### src/rtl/rtcsp_pkg.sv
// Purpose: shared constants and types of the two-wire slave port
// Assumes: 20 MHz core clock, six-bit register pointer over a 64-byte space
// Notes: locations 00-07 are the clock bytes, 08-3f the battery-backed RAM
package rtcsp_pkg;
	localparam int PTR_W = 6;
	localparam int BYTE_W = 8;
	localparam int CLOCK_BYTES = 8;
	localparam int SPACE_BYTES = 64;
	localparam logic [5:0] RAM_FIRST = 6'h08;
	localparam logic [5:0] PTR_RST = 6'h00;
	localparam logic [3:0] BIT_LAST = 4'h7;
	localparam logic [3:0] ACK_SLOT = 4'h8;
	// value after START, so the clock fall that closes the START lands on slot zero
	localparam logic [3:0] BIT_ARMED = 4'hf;
	localparam logic DIR_WRITE = 1'b0;
	localparam logic DIR_READ = 1'b1;
	localparam int DIR_POS = 0;
	localparam int WR_DATA_POS = 0;
	localparam int WR_ADDR_POS = 8;
	localparam int FIFO_W = PTR_W + BYTE_W;
	localparam int FIFO_DEPTH = 8;
	localparam int CLK_NS = 50;
	localparam int HOLD_NS = 300;
	localparam int HOLD_CYC_I = (HOLD_NS + CLK_NS - 1) / CLK_NS;
	localparam logic [3:0] HOLD_CYC = 4'(HOLD_CYC_I);
	localparam logic [2:0] SYNC_RST = 3'h7;
	typedef enum logic [2:0] {
		ST_IDLE,
		ST_ADDR,
		ST_WRITE,
		ST_READ,
		ST_IGNORE
	} rtcsp_state_e;
endpackage

### src/rtl/rtcsp_fifo.sv
// Purpose: write-byte FIFO between the serial port and the timekeeping core
// Assumes: depth is a power of two
// Notes: inReady low is the back-pressure that makes the port refuse a byte
`timescale 1ns/10ps
module rtcsp_fifo #(
	parameter int WIDTH = 14,
	parameter int DEPTH = 8
)
(
	input wire logic mclk,
	input wire logic rst_b,
	input wire logic inValid,
	output logic inReady,
	input wire logic [WIDTH-1:0] inData,
	output logic outValid,
	input wire logic outReady,
	output logic [WIDTH-1:0] outData
);
	localparam int AW = $clog2(DEPTH);
	localparam logic [AW:0] FULL_CNT = (AW+1)'(DEPTH);

	logic [WIDTH-1:0] mem [0:DEPTH-1];
	logic [AW-1:0] wrPtr_q;
	logic [AW-1:0] rdPtr_q;
	logic [AW:0] count_q;
	logic push;
	logic pop;

	assign inReady = count_q != FULL_CNT;
	assign outValid = count_q != '0;
	assign push = inValid && inReady;
	assign pop = outValid && outReady;
	assign outData = mem[rdPtr_q];

	always_ff @(posedge mclk)
	begin
		if (push)
			mem[wrPtr_q] <= inData;
	end

	always_ff @(posedge mclk or negedge rst_b)
	begin
		if (!rst_b)
		begin
			wrPtr_q <= '0;
			rdPtr_q <= '0;
			count_q <= '0;
		end
		else
		begin
			if (push)
				wrPtr_q <= wrPtr_q + 1'b1;
			if (pop)
				rdPtr_q <= rdPtr_q + 1'b1;
			if (push && !pop)
				count_q <= count_q + 1'b1;
			else if (pop && !push)
				count_q <= count_q - 1'b1;
		end
	end
endmodule // rtcsp_fifo

### src/rtl/rtcsp_slave.sv
// Purpose: two-wire serial slave port of a clock/calendar with RAM
// Assumes: the bus master clocks at or below the standard rate; pins are asynchronous
// Notes: clock bytes are served from a copy taken at each START; writes leave via a FIFO
`timescale 1ns/10ps

module rtcsp_slave #(
	parameter logic [6:0] SLAVE_ADDR = 7'h2a // arbitrary value
)
(
	input wire logic mclk,
	input wire logic rst_b,
	input wire logic sclIn,
	input wire logic sdaIn,
	output logic sdaOut,
	output logic sdaOe,
	input wire logic [63:0] timeIn,
	output logic wrValid,
	input wire logic wrReady,
	output logic [5:0] wrAddr,
	output logic [7:0] wrData,
	output logic busy
);
	logic [2:0] sclSync_q;
	logic [2:0] sdaSync_q;
	logic sclF_q;
	logic sdaF_q;
	logic sclNew;
	logic sdaNew;
	logic sclRise;
	logic sclFall;
	logic startEv;
	logic stopEv;
	rtcsp_pkg::rtcsp_state_e state_q;
	logic [3:0] bitCnt_q;
	logic [7:0] shift_q;
	logic [7:0] txShift_q;
	logic isRead_q;
	logic firstData_q;
	logic masterNack_q;
	logic [5:0] ptr_q;
	logic [7:0] shadow_q [0:rtcsp_pkg::CLOCK_BYTES-1];
	logic [7:0] ram [0:rtcsp_pkg::SPACE_BYTES-1];
	logic [7:0] rdByte;
	logic byteDone;
	logic ackDone;
	logic addrMatch;
	logic loadTx;
	logic storeByte;
	logic fifoInReady;
	logic [rtcsp_pkg::FIFO_W-1:0] fifoOut;
	logic driveNext;
	logic pendLow_q;
	logic drvLow_q;
	logic [3:0] holdCnt_q;

	// a line counts as changed once the second and third stages agree
	function automatic logic settle(input logic [2:0] s, input logic prev);
		settle = (s[1] == s[2]) ? s[2] : prev;
	endfunction

	function automatic logic [5:0] nextPtr(input logic [5:0] p);
		nextPtr = p + 6'h01;
	endfunction

	always_ff @(posedge mclk or negedge rst_b)
	begin
		if (!rst_b)
		begin
			sclSync_q <= rtcsp_pkg::SYNC_RST;
			sdaSync_q <= rtcsp_pkg::SYNC_RST;
			sclF_q <= 1'b1;
			sdaF_q <= 1'b1;
		end
		else
		begin
			sclSync_q <= {sclSync_q[1:0], sclIn};
			sdaSync_q <= {sdaSync_q[1:0], sdaIn};
			sclF_q <= sclNew;
			sdaF_q <= sdaNew;
		end
	end

	assign sclNew = settle(sclSync_q, sclF_q);
	assign sdaNew = settle(sdaSync_q, sdaF_q);
	assign sclRise = sclNew && !sclF_q;
	assign sclFall = !sclNew && sclF_q;
	assign startEv = sclF_q && sclNew && sdaF_q && !sdaNew;
	assign stopEv = sclF_q && sclNew && !sdaF_q && sdaNew;

	assign byteDone = sclFall && (bitCnt_q == rtcsp_pkg::BIT_LAST);
	assign ackDone = sclFall && (bitCnt_q == rtcsp_pkg::ACK_SLOT);
	assign addrMatch = shift_q[7:1] == SLAVE_ADDR;
	assign rdByte = (ptr_q < rtcsp_pkg::RAM_FIRST) ? shadow_q[ptr_q[2:0]] : ram[ptr_q];
	assign loadTx = ackDone && ((state_q == rtcsp_pkg::ST_ADDR && isRead_q)
		|| (state_q == rtcsp_pkg::ST_READ && !masterNack_q));
	assign storeByte = byteDone && (state_q == rtcsp_pkg::ST_WRITE) && !firstData_q && fifoInReady;

	// bit slot counter: eight data slots then the acknowledge slot
	// the fall that ends a START is not a bit, it wraps the armed value to zero
	always_ff @(posedge mclk or negedge rst_b)
	begin
		if (!rst_b)
			bitCnt_q <= 4'h0;
		else if (startEv)
			bitCnt_q <= rtcsp_pkg::BIT_ARMED;
		else if (sclFall)
			bitCnt_q <= (bitCnt_q == rtcsp_pkg::ACK_SLOT) ? 4'h0 : bitCnt_q + 4'h1;
	end

	always_ff @(posedge mclk or negedge rst_b)
	begin
		if (!rst_b)
			shift_q <= 8'h00;
		else if (sclRise && bitCnt_q != rtcsp_pkg::ACK_SLOT)
			shift_q <= {shift_q[6:0], sdaNew};
	end

	// transfer state; START wins over everything, repeated or not
	always_ff @(posedge mclk or negedge rst_b)
	begin
		if (!rst_b)
			state_q <= rtcsp_pkg::ST_IDLE;
		else if (startEv)
			state_q <= rtcsp_pkg::ST_ADDR;
		else if (stopEv)
			state_q <= rtcsp_pkg::ST_IDLE;
		else
		begin
			unique case (state_q)
				rtcsp_pkg::ST_IDLE,
				rtcsp_pkg::ST_IGNORE:
					state_q <= state_q;
				rtcsp_pkg::ST_ADDR:
					if (byteDone && !addrMatch)
						state_q <= rtcsp_pkg::ST_IGNORE;
					else if (ackDone)
						state_q <= isRead_q ? rtcsp_pkg::ST_READ : rtcsp_pkg::ST_WRITE;
				rtcsp_pkg::ST_WRITE:
					state_q <= state_q;
				rtcsp_pkg::ST_READ:
					if (ackDone && masterNack_q)
						state_q <= rtcsp_pkg::ST_IGNORE;
			endcase
		end
	end

	always_ff @(posedge mclk or negedge rst_b)
	begin
		if (!rst_b)
		begin
			isRead_q <= rtcsp_pkg::DIR_WRITE;
			firstData_q <= 1'b0;
		end
		else
		begin
			if (byteDone && state_q == rtcsp_pkg::ST_ADDR)
				isRead_q <= shift_q[rtcsp_pkg::DIR_POS];
			if (ackDone && state_q == rtcsp_pkg::ST_ADDR)
				firstData_q <= 1'b1;
			else if (byteDone && state_q == rtcsp_pkg::ST_WRITE)
				firstData_q <= 1'b0;
		end
	end

	// master's answer in the acknowledge slot of a read
	always_ff @(posedge mclk or negedge rst_b)
	begin
		if (!rst_b)
			masterNack_q <= 1'b0;
		else if (sclRise && bitCnt_q == rtcsp_pkg::ACK_SLOT && state_q == rtcsp_pkg::ST_READ)
			masterNack_q <= sdaNew;
	end

	// pointer survives between transfers, so a bare read resumes where it stood
	always_ff @(posedge mclk or negedge rst_b)
	begin
		if (!rst_b)
			ptr_q <= rtcsp_pkg::PTR_RST;
		else if (byteDone && state_q == rtcsp_pkg::ST_WRITE && firstData_q)
			ptr_q <= shift_q[5:0];
		else if (storeByte || loadTx)
			ptr_q <= nextPtr(ptr_q);
	end

	always_ff @(posedge mclk or negedge rst_b)
	begin
		if (!rst_b)
			txShift_q <= 8'h00;
		else if (loadTx)
			txShift_q <= rdByte;
		else if (sclFall && state_q == rtcsp_pkg::ST_READ && bitCnt_q < rtcsp_pkg::BIT_LAST)
			txShift_q <= {txShift_q[6:0], 1'b0};
	end

	// snapshot of the running time at every START
	always_ff @(posedge mclk or negedge rst_b)
	begin
		if (!rst_b)
		begin
			for (int i = 0; i < rtcsp_pkg::CLOCK_BYTES; i++)
				shadow_q[i] <= 8'h00;
		end
		else if (startEv)
		begin
			for (int i = 0; i < rtcsp_pkg::CLOCK_BYTES; i++)
				shadow_q[i] <= timeIn[8*i +: 8];
		end
	end

	always_ff @(posedge mclk)
	begin
		if (storeByte && ptr_q >= rtcsp_pkg::RAM_FIRST)
			ram[ptr_q] <= shift_q;
	end

	// level to drive once the hold time after this falling edge has passed
	always_comb
	begin
		driveNext = 1'b0;
		if (byteDone)
		begin
			unique case (state_q)
				rtcsp_pkg::ST_ADDR:
					driveNext = addrMatch;
				rtcsp_pkg::ST_WRITE:
					driveNext = firstData_q || fifoInReady;
				default:
					driveNext = 1'b0;
			endcase
		end
		else if (loadTx)
			driveNext = !rdByte[7];
		else if (sclFall && state_q == rtcsp_pkg::ST_READ && bitCnt_q < rtcsp_pkg::BIT_LAST)
			driveNext = !txShift_q[6];
		else
			driveNext = 1'b0;
	end

	// every change of the pin after a clock fall waits out the hold time; START and STOP release it at once
	always_ff @(posedge mclk or negedge rst_b)
	begin
		if (!rst_b)
		begin
			pendLow_q <= 1'b0;
			drvLow_q <= 1'b0;
			holdCnt_q <= 4'h0;
		end
		else if (startEv || stopEv)
		begin
			pendLow_q <= 1'b0;
			drvLow_q <= 1'b0;
			holdCnt_q <= 4'h0;
		end
		else if (sclFall)
		begin
			pendLow_q <= driveNext;
			holdCnt_q <= rtcsp_pkg::HOLD_CYC;
		end
		else if (holdCnt_q != 4'h0)
		begin
			holdCnt_q <= holdCnt_q - 4'h1;
			if (holdCnt_q == 4'h1)
				drvLow_q <= pendLow_q;
		end
	end

	assign sdaOut = 1'b0;
	assign sdaOe = drvLow_q;
	assign busy = state_q != rtcsp_pkg::ST_IDLE;

	rtcsp_fifo #(
		.WIDTH(rtcsp_pkg::FIFO_W),
		.DEPTH(rtcsp_pkg::FIFO_DEPTH)
	) writeFifo (
		.mclk(mclk),
		.rst_b(rst_b),
		.inValid(storeByte),
		.inReady(fifoInReady),
		.inData({ptr_q, shift_q}),
		.outValid(wrValid),
		.outReady(wrReady),
		.outData(fifoOut)
	);

	assign wrAddr = fifoOut[rtcsp_pkg::WR_ADDR_POS +: rtcsp_pkg::PTR_W];
	assign wrData = fifoOut[rtcsp_pkg::WR_DATA_POS +: rtcsp_pkg::BYTE_W];
endmodule // rtcsp_slave

### config.mk
export PLATFORM = sky130hd
export DESIGN_NAME = rtcsp_slave
export DESIGN_NICKNAME = d
export VERILOG_FILES = /design/src/rtl/rtcsp_pkg.sv /design/src/rtl/rtcsp_fifo.sv /design/src/rtl/rtcsp_slave.sv
export SDC_FILE = /design/constraint.sdc
export NUM_CORES = 1
export LEC_CHECK = 0
export BUFFER_PORTS_ARGS = -buffer_cell sky130_fd_sc_hd__buf_2
export CAP_MARGIN = 40
export CELL_PAD_IN_SITES_DETAIL_PLACEMENT = 1
export CELL_PAD_IN_SITES_GLOBAL_PLACEMENT = 1
export CORE_MARGIN = 2
export CORE_UTILIZATION = 57
export DETAILED_ROUTE_END_ITERATION = 7
export PLACE_DENSITY_LB_ADDON = 0.05
export SLEW_MARGIN = 15
export SYNTH_ARGS = -nofsm -noshare
export SYNTH_HDL_FRONTEND = slang
export SYNTH_SLANG_ARGS = --single-unit
### constraint.sdc
create_clock -name mclk -period 9.95 [get_ports mclk]
set_clock_uncertainty 0.05 [all_clocks]
set_input_delay 1.99 -clock mclk [delete_from_list [all_inputs] [get_ports mclk]]
set_output_delay 1.99 -clock mclk [all_outputs]
set_load 0.01 [all_outputs]
==> summary.txt, run 1 <==
Logic synthesis
  – Count of yosys warnings during synthesis: 0
  – Mean area per synthesized cell: approximately 17 sq um
  – Flops & latches, synth: ~680
  – Net Count, Synth: approximately 1,700
  – Register area share after synthesis: 71.53%
  – Fraction of synthesis flops using an asynchronous set or reset pin: between 15 and 20%
  – Synthesized area: about 0.028 sq mm
  – Ys flop type: edfxtp_1
  – Number of flops mapped to enable cells by yosys: 560
  – Yosys cell types: 86
  – Number of cells produced by synthesis: about 1,600

Timing
  – Final slew viol count: 0
  – Unrepaired setup endpoints after global routing: no
  – Relative max-transition margin: roughly a third
  – Worst Hold Slack: 0.3068 ns
  – Slew at the pin with the worst max-slew slack: ~1 ns
  – Accumulated negative setup slack: 0 ns
  – Share of the clock period used by the worst path after layout: approximately 46%
  – Maximum clock frequency: 0.2167 GHz
  – Final Hold Violating Endpoints: 0
  – Final period demand of the worst path: 4.614 ns
  – Final setup margin: 5.336 ns
  – Endpoints failing setup: 0

Worst setup path
  – CP peak stage delay: 0.80 ns
  – Worst Path Required: 7.91 ns
  – Reg-to-Reg Start: sclF_q
  – Reg-to-reg critical path endpoint: ram[49][6]
  – Startpoint Class: flip-flop
  – Internal reg-to-reg setup slack: about 5.8 ns
  – Crit path capture type: output port
  – Peak fanout along the critical path: 18
  – Critical-path top delay cell: dfrtp_2
  – R2R cell count: 6
  – Data arrival time of the worst path: between 2 and 3 ns
  – Category of the critical setup timing path: flip-flop to output port
  – Cell chain of the critical path: buf_16 > mux4_2 > mux2_2 > buf_2

Detailed routing
  – Number of iterations in the first detailed-routing pass: 6
  – Initial drt markers: roughly 1,600
  – Total detailed-routing wirelength: between 70 and 80 mm
  – Avg Vias per Cell: 6.642
  – Average wire length per cell after detail routing: between 30 and 40 um
  – # DRC: 0
  – Total number of vias: roughly 16,000
  – Number of antenna-violating nets in the routed design: 0

Clock tree
  – H-tree depth: 3
  – Num CTS Buffers: a little over 70
  – Buffers inserted during post-CTS setup optimization: 0
  – Sink count of the clock tree: 679
  – Cts repair resizes: 0
  – Clock slew at reported path FFs: roughly 0.06 ns
  – Hold_buf cts: 0
  – TritonCTS clock tree: yes
  – Root Buffer: clkbuf_16
  – Clk buf depth: 3
  – Clock insertion delay at the later pin of the skew report: roughly 0.62 ns

Power and ir drop
  – Portion of total power attributed to the clock network: a little over a third
  – Sequential group share of total power: between 40% and 50%
  – Int Pwr: between 5000 and 6000 uW
  – Areal power density over the cells: 244.8 mW/mm^2
  – Sw power: a little over 2000 uW
  – Lkg Pwr: about 0.011 uW
  – Maximum vdd ir drop: 0.1778 mV
  – Share of power burned in combinational logic: about 17%
  – Design Power: 7683 uW
  – Switching part of the total: 27.00%

Hold path
  – Worst Hold Class: flip-flop to flip-flop
  – Hold worst-path end: sclSync_q[1]
  – Startpoint of the lowest-slack hold path: sclSync_q[0]
  – Depth of the worst hold-timing path: 0

Place
  – Placed wire-length estimate after detailed placement: approximately 46 mm
  – Worst Setup Slack post-DPL: 5.904 ns
  – Number of cells in the design after placement: 2,291
  – RePlAce Congestion: 0.8450
  – Number of input and output port buffers inserted: 85

Final layout
  – Non-filler cells, final: ~2,400
  – Share of layout cells above drive strength 1: between 20 and 30%
  – Area delta synth->final: 13.35%
  – Most used cells in the layout excluding fill and tap cells: edfxtp_1, mux2_2, nor2_1
  – Final net count: 1,840
  – Most common cell after layout, fill and taps aside: edfxtp_1

Run
  – Max-Cap Viols: 0

Global routing
  – Met3 usage in global routing: 5.251%
  – Most used routing layer in global routing: met2
  – First-pass GRT wire length: roughly 110 mm
  – Maximum number of pins on one net before global-route repair: about 100
  – Remaining global-route overflow: 0
  – Antenna violations before repair: 2
  – Vias in the first global route: between 15,000 and 20,000
  – Global routing met2 resource utilization: between 40% and 50%
  – GRT Overall Usage: between 30% and 40%
  – Fraction of met1 tracks used by global routing: a little over two fifths

Die
  – DIE AREA: 0.05035 sq mm
  – Chip width: 224.4 um
  – Initial cell density of the core: a little under 60%
  – Die height: approximately 220 um
  – I/O pin total: 87
  – # rows: 80
  – Core Box Area: ~0.048 sq mm

Status
  – Run status: finished, final reports clean
## state kept, by name (all words and copies together), names as in the netlist, 3 cells and up
signal             flops
shift_q                8
writeFifo.wrPtr_q      3
sclSync_q              3
writeFifo.mem        112
state_q                3
ram                  448
shadow_q              64
sdaSync_q              3
writeFifo.count_q      4
txShift_q              7
ptr_q                  6
writeFifo.rdPtr_q      3
bitCnt_q               4
holdCnt_q              4
## critical path: cells and delay by family, from the launching register on
| family | cells | cell delay [ns] |
|---|---|---|
| buf+inv | 2 | 0.38 |
| flops | 1 | 0.80 |
| mux | 2 | 0.79 |
## power groups by stage
| stage | combinational [uW] | sequential [uW] | clock [uW] |
|---|---|---|---|
| floorplan | 672 | 3810 | 0 |
| global route | 1360 | 3720 | 2840 |
| CTS | 1280 | 3700 | 2750 |
| detailed placement | 1270 | 3760 | 0 |
| finish | 1260 | 3700 | 2720 |
| global placement | 1190 | 3760 | 0 |
## logic make-up after synthesis
| group | count (synthesis) | share of synthesized area (%) |
|---|---|---|
| other | 1 | 0.01354 |
| multiplexers | 271 | 13.81 |
| adder cells (fa/ha/maj) | 14 | 0.6507 |
| XOR/XNOR | 11 | 0.3480 |
| AND/OR/NAND/NOR | 287 | 4.849 |
| flip-flops | 679 | 71.53 |
| buffers and inverters | 110 | 1.898 |
| AO/OA/AOI/OAI | 268 | 6.905 |
## per-stage QoR
| step | util, % | area (sq um) |
|---|---|---|
| after floorplan | - | 27690 |
| after global placement | 60.18 | 28790 |
| after detailed placement | 60.41 | 28900 |
| after CTS | 65.41 | 31300 |
| after global routing | 65.60 | 31390 |
| final | 65.60 | 31390 |
## Yosys cell counts (all sizes together), types with 3 or more instances
cell type / number / area [sq um]
mux4: 74 / 1667
mux2i: 55 / 550.5
nor2b: 12 / 75.07
a2111oi: 5 / 43.79
and3: 3 / 18.77
o2111ai: 4 / 35.03
buf: 60 / 329.1
xor2: 3 / 26.28
nand3: 29 / 150.1
dfstp: 8 / 210.2
nand4: 4 / 31.28
a31oi: 10 / 62.56
mux2: 142 / 1607
o221ai: 6 / 52.55
edfxtp: 560 / 16820
inv: 11 / 41.29
dfrtp: 111 / 2778
o21ai: 48 / 240.2
a22oi: 20 / 150.1
o211ai: 7 / 52.55
a21oi: 47 / 239.0
a221oi: 42 / 367.9
a211oi: 9 / 67.56
a21o: 7 / 52.55
a221o: 14 / 140.1
nor3: 16 / 96.35
or3b: 3 / 26.28
o22ai: 7 / 43.79
nor2: 107 / 409.1
xnor2: 8 / 70.07
ha: 12 / 150.1
nand2: 81 / 304.0
nand2b: 7 / 43.79
and2: 7 / 43.80
a22o: 8 / 70.07
clkbuf: 36 / 136.4
or3: 3 / 18.77
o2bb2ai: 3 / 26.28
o31ai: 8 / 60.06
## routing by layer
layer / share of wire (%) / vias up
met4: 4.2 / 2
met1: 40 / 8512
li1: - / 6749
met2: 49 / 709
met3: 6.6 / 187
met5: 0.017 / -
## worst max path at each step
stage / from / end / cells past startpoint
2_1_floorplan: writeFifo.rdPtr_q[0] / wrAddr[4] / 4
3_3_place_gp: writeFifo.rdPtr_q[0] / wrAddr[4] / 3
3_5_place_dp: sclF_q / ram[35][6] / 6
4_1_cts: writeFifo.rdPtr_q[0] / wrData[5] / 4
5_1_grt: writeFifo.rdPtr_q[0] / wrData[5] / 4
6_report: writeFifo.rdPtr_q[0] / wrData[5] / 4
## layout make-up
cell class,instances,area (sq um)
multi-input cells,852,7408
fillers,4069,16460
repair buffers,140,933.4
inverters,13,48.80
flip-flops and latches,679,19830
clock buffers,94,1946
clock inverters,39,450.4
diodes,1,2.502
well taps,615,769.5
No activity file was read; power rests on OpenSTA's default activity.
==> inputs of run 2 (changes only) <==
--- a/config.mk
+++ b/config.mk
@@ -10,7 +10,7 @@
 export CELL_PAD_IN_SITES_DETAIL_PLACEMENT = 1
 export CELL_PAD_IN_SITES_GLOBAL_PLACEMENT = 1
 export CORE_MARGIN = 2
-export CORE_UTILIZATION = 57
+export CORE_UTILIZATION = 48
 export DETAILED_ROUTE_END_ITERATION = 7
 export PLACE_DENSITY_LB_ADDON = 0.05
 export SLEW_MARGIN = 15
==> constraint.sdc (replaced) <==
create_clock -name mclk -period 3.8 [get_ports mclk]
set_clock_uncertainty 0.05 [all_clocks]
set_input_delay 0.76 -clock mclk [delete_from_list [all_inputs] [get_ports mclk]]
set_output_delay 0.76 -clock mclk [all_outputs]
set_load 0.01 [all_outputs]
==> summary.txt, run 2 (synthesis gave the netlist of run 1 again) <==
Worst setup path
  – CP peak stage delay: approximately 0.77 ns
  – Startpoint Class: flip-flop
  – Number of buffers and inverters on the critical path: 0
  – Cell chain of the critical path: or3b_1 > nor3_4 > nand4_2 > nor2_4 > nand2_1 > nor2_1
  – Kind of cell with the highest combined delay on the critical path: simple AND/OR/NAND/NOR gates
  – Crit path capture type: flip-flop
  – Category of the critical setup timing path: flip-flop to flip-flop
  – Internal reg-to-reg setup slack: ~0.32 ns
  – Worst Path Required: approximately 4 ns
  – Data arrival time of the worst path: 3.67 ns
  – Peak fanout along the critical path: 8
  – Critical-path top delay cell: nor2_1

Die
  – Chip width: between 200 and 250 um
  – I/O pin total: 87
  – DIE AREA: roughly 0.060 sq mm
  – Die height: ~240 um
  – # rows: 88
  – Initial cell density of the core: 48.27%
  – Core Box Area: around 0.057 sq mm

Detailed routing
  – Total number of vias: approximately 16,000
  – Average wire length per cell after detail routing: 30.28 um
  – Number of antenna-violating nets in the routed design: 0
  – # DRC: 0
  – Avg Vias per Cell: 6.115
  – Initial drt markers: between 1,500 and 2,000
  – Number of iterations in the first detailed-routing pass: 5
  – Total detailed-routing wirelength: around 80 mm

Clock tree
  – Clock slew at reported path FFs: 0.06 ns
  – Num CTS Buffers: 74
  – Clock insertion delay at the later pin of the skew report: roughly 0.63 ns
  – TritonCTS clock tree: yes
  – Buffers inserted during post-CTS setup optimization: 0
  – Root Buffer: clkbuf_16
  – Clk buf depth: 3
  – H-tree depth: 3
  – Cts repair resizes: 0
  – Hold_buf cts: 0
  – Sink count of the clock tree: between 600 and 700

Timing
  – Final period demand of the worst path: about 3.5 ns
  – Final setup margin: 0.3157 ns
  – Unrepaired setup endpoints after global routing: no
  – Endpoints failing setup: 0
  – Slew at the pin with the worst max-slew slack: roughly 0.88 ns
  – Share of the clock period used by the worst path after layout: a little over 90%
  – Relative max-transition margin: 41.56%
  – Maximum clock frequency: around 0.29 GHz
  – Accumulated negative setup slack: 0 ns
  – Worst Hold Slack: 0.1476 ns
  – Final slew viol count: 0
  – Final Hold Violating Endpoints: 0

Final layout
  – Final net count: around 1,900
  – Post-layout utilization of the core: 56.07%
  – Register with the most flip-flops: ram
  – Flip-flop count of the largest register after layout: between 400 and 500
  – Share of layout cells above drive strength 1: approximately 30%
  – Most used cells in the layout excluding fill and tap cells: edfxtp_1, mux2_2, nor2_1
  – Most common cell after layout, fill and taps aside: edfxtp_1
  – Largest regs: ram x448, writeFifo.mem x112, shadow_q x64
  – Total inserted antenna cells: 0
  – Area delta synth->final: 16.17%

Hold path
  – Worst Hold Class: primary input to async pin

Global routing
  – Most used routing layer in global routing: met2
  – Met3 usage in global routing: ~4.5%
  – First-pass GRT wire length: about 120 mm
  – Maximum number of pins on one net before global-route repair: 64
  – Vias in the first global route: around 17,000
  – Global routing met2 resource utilization: a little over two fifths
  – Remaining global-route overflow: 0
  – Fraction of met1 tracks used by global routing: between 30% and 40%
  – Antenna violations before repair: 1
  – GRT Overall Usage: roughly 27%

Run
  – Max-Cap Viols: 0

Place
  – Worst Setup Slack post-DPL: roughly 0.4 ns
  – Placed wire-length estimate after detailed placement: 51.76 mm
  – RePlAce Congestion: roughly 0.85
  – Number of input and output port buffers inserted: between 80 and 90

Power and ir drop
  – Areal power density over the cells: about 640 mW/mm^2
  – Maximum vdd ir drop: 0.4935 mV
  – Design Power: 20,520 uW
  – Lkg Pwr: roughly 0.011 uW

Status
  – Run status: finished, final reports clean
## run 2: worst paths after layout
check	startpoint	end	cells past startpoint
worst max-delay path	sclF_q	ram[12][3]	6
worst min-delay path	rst_b	writeFifo.rdPtr_q[2]	1
worst max register to register	sclF_q	ram[12][3]	6
worst min register to register	sdaSync_q[0]	sdaSync_q[1]	0
max in group asynchronous	rst_b	ptr_q[0]	2
min in group mclk	sclIn	sclSync_q[0]	1
## run 2: area by class of cell
type / count / area [sq um]
Fill cell: 5278 / 25200
Sequential cell: 679 / 19840
Multi-Input combinational cell: 852 / 7400
Clock buffer: 95 / 1991
Timing Repair Buffer: 200 / 1539
Tap cell: 765 / 957.2
Clock inverter: 42 / 394.1
Inverter: 13 / 48.80
## run 2: through the flow
step / cell area (sq um) / cells
CTS: 32170 / 2646
detailed placement: 29780 / 2509
global route: 32170 / 2646
floorplan: 27690 / 1641
finish: 32170 / 2646
global placement: 29550 / 2500
## run 2: routing by layer
metal	share of wire, %	vias to the layer above	routed length (um)
met5	0.016	-	13
met1	42	8547	33910
li1	-	6872	-
met3	6.3	143	5085
met2	48	617	38850
met4	2.8	2	2279
## run 2: power by group
group          internal [uW]  total [uW]  leakage [uW]  switching [uW]
clock network           4130        7100       0.00117            2970
logic                   1450        3720       0.00326            2270
registers               9260        9710       0.00653             446
total                  14800       20500        0.0110            5680
